<file path="src/core/sfam_defs.vh">
// Register addresses, field positions and reset values of the flag and address match block
`ifndef SFAM_DEFS_VH
`define SFAM_DEFS_VH

// ************************************************************
// Register addresses
// ************************************************************
`define SFAM_ADDR_CTRL 8'hc0
`define SFAM_ADDR_MASK 8'hce
`define SFAM_ADDR_OWN 8'hcf

// ************************************************************
// Control register bit positions
// ************************************************************
`define SFAM_CTRL_SI 0
`define SFAM_CTRL_ACKRX 1
`define SFAM_CTRL_ARBLOST 2
`define SFAM_CTRL_ACKREQ 3
`define SFAM_CTRL_STA 4
`define SFAM_CTRL_ACKVAL 5

// ************************************************************
// Reset values and counts
// ************************************************************
`define SFAM_OWN_RESET 8'h00
`define SFAM_MASK_RESET 8'hfe
`define SFAM_CTRL_RESET 8'h00
`define SFAM_ACK_BIT 4'h8
`define SFAM_LAST_DATA_BIT 4'h7

`endif

</file>
<file path="src/core/sfam_core.v">
// SMBus flag update, hardware address match and auto acknowledge core
`timescale 1ns/1ps
`include "sfam_defs.vh"

// Summary of operation
// - As master, a repeated START seen while start_request is low sets arbitration lost.
// - SCL found low while generating STOP or repeated START sets arbitration lost.
// - Driving a one but sensing SDA low sets arbitration lost, except on ACK bits.
// - Arbitration lost clears whenever the serial event flag is cleared.
// - Received-acknowledge flag follows the sampled ACK bit: low sets, high clears.
// - Serial event flag sets on START sent, arbitration loss, byte sent/received, address.
// - Hardware never clears the serial event flag; software does.
// - After a received byte, request software acknowledge only if auto acknowledge off.
// - Acknowledge request clears after each acknowledge bit cycle.
// - Auto acknowledge enable turns on address recognition and automatic byte acknowledge.
// - With auto acknowledge off, firmware decides every address and data acknowledge.
// - Own address and compare mask come from register bits 7 down to 1.
// - Address bits with mask one must equal own address; mask zero bits ignored.
// - With recognition on, general call enable also accepts address 0x00.
// - Own address register is read/write, general call in bit 0, resets to zero.
// - Mask register read/write, mask resets to ones, auto acknowledge bit resets zero.
module sfam_core #(
   parameter DATA_W = 8
) (
   input wire sys_clk,
   input wire reset,
   input wire [7:0] sfr_addr,
   input wire sfr_wr,
   input wire sfr_rd,
   input wire [7:0] sfr_wdata,
   output reg [7:0] sfr_rdata,
   input wire scl_in,
   input wire sda_in,
   output wire scl_out,
   output wire scl_oe_n,
   output wire sda_out,
   output wire sda_oe_n,
   input wire master_mode,
   input wire tx_active,
   input wire tx_bit_one,
   input wire gen_stop_rstart,
   input wire start_generated,
   output wire start_request,
   output wire addressed,
   output wire rx_valid,
   input wire rx_ready,
   output wire [DATA_W-1:0] rx_data
);

   // ************************************************************
   // Pin synchronisers and bus condition detection
   // ************************************************************
   reg scl_s1_q, scl_s2_q, scl_p_q;
   reg sda_s1_q, sda_s2_q, sda_p_q;
   always @(posedge sys_clk or posedge reset) begin
      if (reset) begin
         scl_s1_q <= 1'b1;
         scl_s2_q <= 1'b1;
         scl_p_q <= 1'b1;
         sda_s1_q <= 1'b1;
         sda_s2_q <= 1'b1;
         sda_p_q <= 1'b1;
      end else begin
         scl_s1_q <= scl_in;
         scl_s2_q <= scl_s1_q;
         scl_p_q <= scl_s2_q;
         sda_s1_q <= sda_in;
         sda_s2_q <= sda_s1_q;
         sda_p_q <= sda_s2_q;
      end
   end

   wire scl_rise = scl_s2_q & ~scl_p_q;
   wire scl_fall = ~scl_s2_q & scl_p_q;
   wire start_det = scl_s2_q & scl_p_q & sda_p_q & ~sda_s2_q;
   wire stop_det = scl_s2_q & scl_p_q & ~sda_p_q & sda_s2_q;

   // ************************************************************
   // Registers
   // ************************************************************
   reg [7:0] own_q;
   reg [7:0] mask_q;
   reg si_q, ackrx_q, arb_q, ackreq_q, sta_q, ackval_q;
   wire [6:0] own_field = own_q[7:1];
   wire [6:0] mask_field = mask_q[7:1];
   wire gc_en = own_q[0];
   wire auto_ack = mask_q[0];
   wire [7:0] ctrl_rd = {2'b00, ackval_q, sta_q, ackreq_q, arb_q, ackrx_q, si_q};
   wire ctrl_wr = sfr_wr && (sfr_addr == `SFAM_ADDR_CTRL);
   // Software clears the event flag by writing zero; writing one has no effect
   wire si_clr = ctrl_wr && !sfr_wdata[`SFAM_CTRL_SI];

   assign start_request = sta_q;

   // ************************************************************
   // Bit tracking on the bus
   // ************************************************************
   reg busy_q, first_q, ack_ph_q, ack_drv_q, match_q, rx_byte_q;
   reg [3:0] bit_q;
   reg [7:0] shift_q;
   wire [7:0] shift_nx = {shift_q[6:0], sda_s2_q};
   wire [6:0] in_addr = shift_nx[7:1];
   wire addr_hit = ((in_addr & mask_field) == (own_field & mask_field));
   wire gc_hit = gc_en && (in_addr == 7'h00);
   wire byte_end = scl_rise && (bit_q == `SFAM_LAST_DATA_BIT);
   wire ack_samp = scl_rise && (bit_q == `SFAM_ACK_BIT);
   wire ack_end = scl_fall && ack_ph_q;
   // Receiver of the current byte: address bytes from another master, or data we take in
   wire receiving = first_q ? !master_mode : !tx_active;

   wire arb_rst = master_mode && busy_q && start_det && !sta_q;
   wire arb_scl = gen_stop_rstart && !scl_s2_q;
   wire arb_sda = tx_active && tx_bit_one && scl_rise && !sda_s2_q &&
      (bit_q != `SFAM_ACK_BIT);
   wire arb_set = arb_rst | arb_scl | arb_sda;
   wire si_set = start_generated | arb_set | (ack_samp && tx_active) |
      (byte_end && receiving);

   always @(posedge sys_clk or posedge reset) begin
      if (reset) begin
         busy_q <= 1'b0;
         first_q <= 1'b0;
         ack_ph_q <= 1'b0;
         ack_drv_q <= 1'b0;
         match_q <= 1'b0;
         rx_byte_q <= 1'b0;
         bit_q <= 4'h0;
         shift_q <= 8'h00;
      end else if (start_det) begin
         busy_q <= 1'b1;
         first_q <= 1'b1;
         ack_ph_q <= 1'b0;
         ack_drv_q <= 1'b0;
         match_q <= 1'b0;
         bit_q <= 4'h0;
      end else if (stop_det) begin
         busy_q <= 1'b0;
         first_q <= 1'b0;
         ack_ph_q <= 1'b0;
         ack_drv_q <= 1'b0;
         match_q <= 1'b0;
         bit_q <= 4'h0;
      end else if (busy_q) begin
         if (scl_rise) begin
            // The ACK bit stays out of the shifter so a pushed byte is data only
            if (bit_q != `SFAM_ACK_BIT) begin
               shift_q <= shift_nx;
            end
            bit_q <= bit_q + 4'h1;
         end
         if (byte_end) begin
            rx_byte_q <= receiving;
            if (first_q && !master_mode) begin
               if (auto_ack) begin
                  match_q <= addr_hit | gc_hit;
                  ack_drv_q <= addr_hit | gc_hit;
               end else begin
                  match_q <= 1'b1;
                  ack_drv_q <= ackval_q;
               end
            end else begin
               // Only the receiving side drives the acknowledge
               ack_drv_q <= receiving && (first_q || match_q || master_mode) && ackval_q;
            end
         end
         if (scl_fall && (bit_q == `SFAM_ACK_BIT) && !ack_ph_q) begin
            ack_ph_q <= 1'b1;
         end
         // The ACK rise has already stepped the counter, so the phase flag marks the end
         if (ack_end) begin
            ack_ph_q <= 1'b0;
            ack_drv_q <= 1'b0;
            first_q <= 1'b0;
            bit_q <= 4'h0;
         end
      end
   end

   // ************************************************************
   // Flag and register update
   // ************************************************************
   always @(posedge sys_clk or posedge reset) begin
      if (reset) begin
         own_q <= `SFAM_OWN_RESET;
         mask_q <= `SFAM_MASK_RESET;
         si_q <= 1'b0;
         ackrx_q <= 1'b0;
         arb_q <= 1'b0;
         ackreq_q <= 1'b0;
         sta_q <= 1'b0;
         ackval_q <= 1'b0;
      end else begin
         if (sfr_wr && sfr_addr == `SFAM_ADDR_OWN) begin
            own_q <= sfr_wdata;
         end
         if (sfr_wr && sfr_addr == `SFAM_ADDR_MASK) begin
            mask_q <= sfr_wdata;
         end
         if (ctrl_wr) begin
            sta_q <= sfr_wdata[`SFAM_CTRL_STA];
            ackval_q <= sfr_wdata[`SFAM_CTRL_ACKVAL];
         end
         // Set wins over a software clear in the same cycle
         if (si_set) begin
            si_q <= 1'b1;
         end else if (si_clr) begin
            si_q <= 1'b0;
         end
         if (arb_set) begin
            arb_q <= 1'b1;
         end else if (si_clr) begin
            arb_q <= 1'b0;
         end
         if (ack_samp) begin
            ackrx_q <= !sda_s2_q;
         end
         if (byte_end && receiving && !auto_ack) begin
            ackreq_q <= 1'b1;
         end else if (ack_end) begin
            ackreq_q <= 1'b0;
         end
      end
   end

   always @(posedge sys_clk or posedge reset) begin
      if (reset) begin
         sfr_rdata <= 8'h00;
      end else if (sfr_rd) begin
         case (sfr_addr)
            `SFAM_ADDR_CTRL: sfr_rdata <= ctrl_rd;
            `SFAM_ADDR_MASK: sfr_rdata <= mask_q;
            `SFAM_ADDR_OWN: sfr_rdata <= own_q;
            default: sfr_rdata <= 8'h00;
         endcase
      end
   end

   // ************************************************************
   // Two-entry receive buffer
   // ************************************************************
   // Received bytes are pushed at the end of the ACK cycle; a full buffer stretches SCL
   reg [DATA_W-1:0] buf_q [0:1];
   reg [1:0] cnt_q;
   reg rd_q, wr_q;
   wire push = ack_end && rx_byte_q && (match_q || master_mode);
   wire push_ok = push && (cnt_q != 2'd2);
   wire pop = rx_valid && rx_ready;
   assign rx_valid = (cnt_q != 2'd0);
   assign rx_data = buf_q[rd_q];
   always @(posedge sys_clk or posedge reset) begin
      if (reset) begin
         cnt_q <= 2'd0;
         rd_q <= 1'b0;
         wr_q <= 1'b0;
         buf_q[0] <= {DATA_W{1'b0}};
         buf_q[1] <= {DATA_W{1'b0}};
      end else begin
         if (push_ok) begin
            buf_q[wr_q] <= shift_q[DATA_W-1:0];
            wr_q <= ~wr_q;
         end
         if (pop) begin
            rd_q <= ~rd_q;
         end
         if (push_ok && !pop) begin
            cnt_q <= cnt_q + 2'd1;
         end else if (pop && !push_ok) begin
            cnt_q <= cnt_q - 2'd1;
         end
      end
   end

   // ************************************************************
   // Pin drive
   // ************************************************************
   assign addressed = match_q && !master_mode;
   assign sda_out = 1'b0;
   // With auto acknowledge off the answer is read live, so software may reply after the request
   assign sda_oe_n = !(ack_ph_q && (ackreq_q ? ackval_q : ack_drv_q));
   assign scl_out = 1'b0;
   assign scl_oe_n = !(cnt_q == 2'd2);

endmodule

</file>
<file path="config.mk">
export PLATFORM = sky130hd
export DESIGN_NAME = sfam_core
export DESIGN_NICKNAME = d
export VERILOG_FILES = /design/src/core/sfam_core.v
export VERILOG_INCLUDE_DIRS = /design/src /design/src/core
export SDC_FILE = /design/constraint.sdc
export NUM_CORES = 1
export LEC_CHECK = 0
export BUFFER_PORTS_ARGS = -buffer_cell sky130_fd_sc_hd__buf_2
export CORE_MARGIN = 8
export CORE_UTILIZATION = 40
export DETAILED_ROUTE_END_ITERATION = 8
export PLACE_DENSITY = 0.67
export SLEW_MARGIN = 20
export SYNTH_ARGS = -nofsm -noshare
export SYNTH_HDL_FRONTEND = slang
export SYNTH_SLANG_ARGS = --single-unit
</file>
<file path="constraint.sdc">
create_clock -name sys_clk -period 3 [get_ports sys_clk]
set_clock_uncertainty 0.05 [all_clocks]
set_input_delay 0.6 -clock sys_clk [delete_from_list [all_inputs] [get_ports sys_clk]]
set_output_delay 0.6 -clock sys_clk [all_outputs]
set_load 0.005 [all_outputs]
</file>
==> results_dict.tcl <==
set metrics [dict create \
    max-clock-path-buffers 2 \
    synth_top_family_by_area "multiplexers" \
    rsz_0062_raised_after_global_routing "no" \
    worst-endpoint-required_ns 2.35 \
    synthDistinctLibCells 49 \
    yosys.area_share.xor_xnor_pct 3.77 \
    post-route-period-util_pct 69.6 \
    timing.fmax_mhz 479 \
    place_area_mm2 0.00383 \
    pre_cts_slack_ns 0.674 \
    post-route-drc-count 0 \
    synth_simple_gate_area_share_pct 11.3 \
    timing.setup.critical_path_class "flop to output port" \
    max-cap-violations 0 \
    die_ht_um 109 \
    cp-end-kind "output port" \
    grt_pass1_wl_um 12300 \
    drtAntennaViolNets 0 \
    yosysWarningCount 0 \
    dieArea_mm2 0.0119 \
    timing.final.setup_violations 0 \
    synth.most_common_cell "sky130_fd_sc_hd__dfrtp_1" \
    worst_pin_slew_ns 0.783 \
    postCtsSetupRepairBufs 0 \
    synthCells 287 \
    grt_max_degree 48 \
    number_of_global_route_vias_before_repair 2423 \
    grt_remaining_overflow 0 \
    initial_utilization_pct 40.5 \
    global_route.usage.total_pct 13.1 \
    detail_route.vias_per_cell 5.22 \
    synth.mux.area_fraction_pct 17.1 \
    design_area_mm2 0.00401 \
    core_region_area_mm2 0.00859 \
    post_cts_resize_count 0 \
    hold_path_class "input pin to async pin" \
    max-vdd-ir-drop_mv 0.424 \
    synth.largest_area_cell "sky130_fd_sc_hd__dfrtp_1" \
    synth_area_mm2 0.00348 \
    tritoncts_clock_tree "built" \
    r2r_slack_ns 1.05 \
    fin_ws_ns 0.913 \
    firstDrtPassIters 4 \
    vias 2355 \
    antenna-diode-count 0 \
    hpwlAfterDp_um 5400 \
    post_drt_wl_per_cell_um 16.0 \
    worstPathMaxFanout 9 \
    fin_setup_tns_ns 0 \
    final-hold-violation-count 0 \
    final_wirelength_um 7210 \
    postSynth.topFlopCell "sky130_fd_sc_hd__dfrtp_1" \
    synth_adder_area_share_pct 1.08 \
    cts_htree_levels 3 \
    share_of_the_synthesized_area_in_the_top_cell_type_pct 43.8 \
    timing.critical_path.cells "mux2_2 -> buf_2" \
    powerDensity_mw_per_mm2 560 \
    num-nets-final 369 \
    ys_seq_area_share_pct 53.6 \
    finalWorstPathRequiredPeriod_ns 2.09 \
    layout-drive-gt1-share_pct 41.4 \
    drt-initial-drc-count 103 \
    leading_post_synthesis_cells_by_instance_count "sky130_fd_sc_hd__dfrtp_1, sky130_fd_sc_hd__mux2_2, sky130_fd_sc_hd__nand2_1" \
    multi_input_area_mm2 0.00150 \
    cts.sinks 74 \
    register_area_mm2 0.00187 \
    place_congestion 0.801 \
    postSynthAreaPerCell_um2 12.1 \
    cp.arrival_ns 1.44 \
    synthTopCellsByArea "sky130_fd_sc_hd__dfrtp_1, sky130_fd_sc_hd__mux2_2, sky130_fd_sc_hd__dfstp_2, sky130_fd_sc_hd__xor2_1, sky130_fd_sc_hd__nand2_1" \
    cts-buffers-inserted 9 \
    timing.final.max_slew_violations 0 \
    slew-limit-headroom_pct 47.4 \
    dieWidth_um 109 \
    worst_setup_path_start_kind "flop" \
    worstSkewPairLatency_ns 0.34 \
    antenna_found_initial 0 \
    floorplan.rows 34 \
    synth_edf_count 0 \
    io-pin-count 51 \
    area.growth.synth_to_final_pct 15.1 \
    synth_seq_cells 74 \
    cts_hold_buf 0 \
    async_reset_ff_share_pct 100 \
    run_status "finished, final reports clean" \
    fill_cells 818 \
    ctsRootBufferMaster "sky130_fd_sc_hd__clkbuf_8" \
    io_buffer_count 48 \
    critical_path.max_stage_delay_ns 0.58 \
    timing.critical_path.slowest_stage_cell "sky130_fd_sc_hd__dfrtp_1" \
    leakagePower_nw 1.87 \
    compound_cell_area_share_of_the_yosys_netlist_pct 9.52 \
    path_clk_slew_ns 0.07 \
]
[cells in the final DEF (no fill, tap or decap), drive strengths merged, types with 3 or more instances in the layout]
cell	instances
nor3	5
o22ai	10
clkbuf	10
nand2	21
buf	50
nand4b	3
o21a	6
nor2b	5
inv	17
o21ai	10
nand3b	4
dfrtp	61
nor2	5
dfstp	13
mux2	53
ha	3
a22oi	8
nand3	11
clkinvlp	3
a21oi	3
xor2	13
[critical path, delay by kind of cell (launching register included)]
family	cells	cell delay, ns
buffers and inverters	1	0.13
multiplexers	1	0.39
flip-flops	1	0.58
[metal layers]
| layer | track usage, % | part of all wire (%) | vias up | routed length, um |
|---|---|---|---|---|
| li1 | - | - | 1134 | - |
| met1 | 17.3 | 47 | 1146 | 3400 |
| met2 | 20.1 | 45 | 59 | 3260 |
| met3 | 4.57 | 6.6 | 16 | 475 |
| met4 | 3.18 | 1.2 | 0 | 85 |
| met5 | 0 | 0 | - | 0 |
[final timing paths]
kind                               startpoint               endpoint  cells past startpoint
setup / recovery             rd_q$_DFFE_PP0P_             rx_data[3]                      2
setup reg to reg           sda_s2_q$_DFF_PP1_   bit_q[3]$_DFFE_PP0P_                      4
min in group sys_clk                   scl_in     scl_s1_q$_DFF_PP1_                      1
hold reg to reg            sda_s1_q$_DFF_PP1_     sda_s2_q$_DFF_PP1_                      0
max in group asynchronous               reset  mask_q[3]$_DFFE_PP1P_                      3
hold / removal                          reset   cnt_q[1]$_DFFE_PP0P_                      2
[layout make-up]
class,instances,area share (%)
Sequential cell,74,46.6
Multi-Input combinational cell,187,37.4
Timing Repair Buffer,50,6.68
Clock buffer,10,3.43
Tap cell,108,3.37
Inverter,16,1.50
Clock inverter,6,1.03
[through the flow]
step / instances / hold slack [ns] / util [%] / power [mW]
2_1_floorplan: 288 / 0.295 / - / 1.46
3_3_place_gp: 435 / 0.296 / 44.6 / 1.56
3_5_place_dp: 435 / 0.299 / 44.6 / 1.57
4_1_cts: 451 / 0.288 / 46.6 / 2.28
5_1_grt: 451 / 0.281 / 46.6 / 2.38
6_report: 451 / 0.286 / 46.6 / 2.24
[kinds of logic after synthesis]
logic type	Yosys count
AOI/OAI and AO/OA	49
muxes	53
buffers and inverters	27
xor gates and xnor gates	15
and+or+nand+nor	65
DFF	74
other	1
adders and majority gates	3
[registers in the layout, summed over array words and instances, names as in the netlist, 2 cells and up]
name / count
shift_q: 8
cnt_q: 2
own_q: 8
mask_q: 8
bit_q: 4
buf_q: 16
sfr_rdata: 8
[where the power goes]
part	internal (mW)	switching [mW]	total, mW	leakage (nW)
registers	1.10	0.143	1.24	0.946
logic	0.167	0.141	0.307	0.843
clock network	0.322	0.373	0.695	0.0847
total	1.59	0.657	2.24	1.87
No activity file was read; power rests on OpenSTA's default activity.
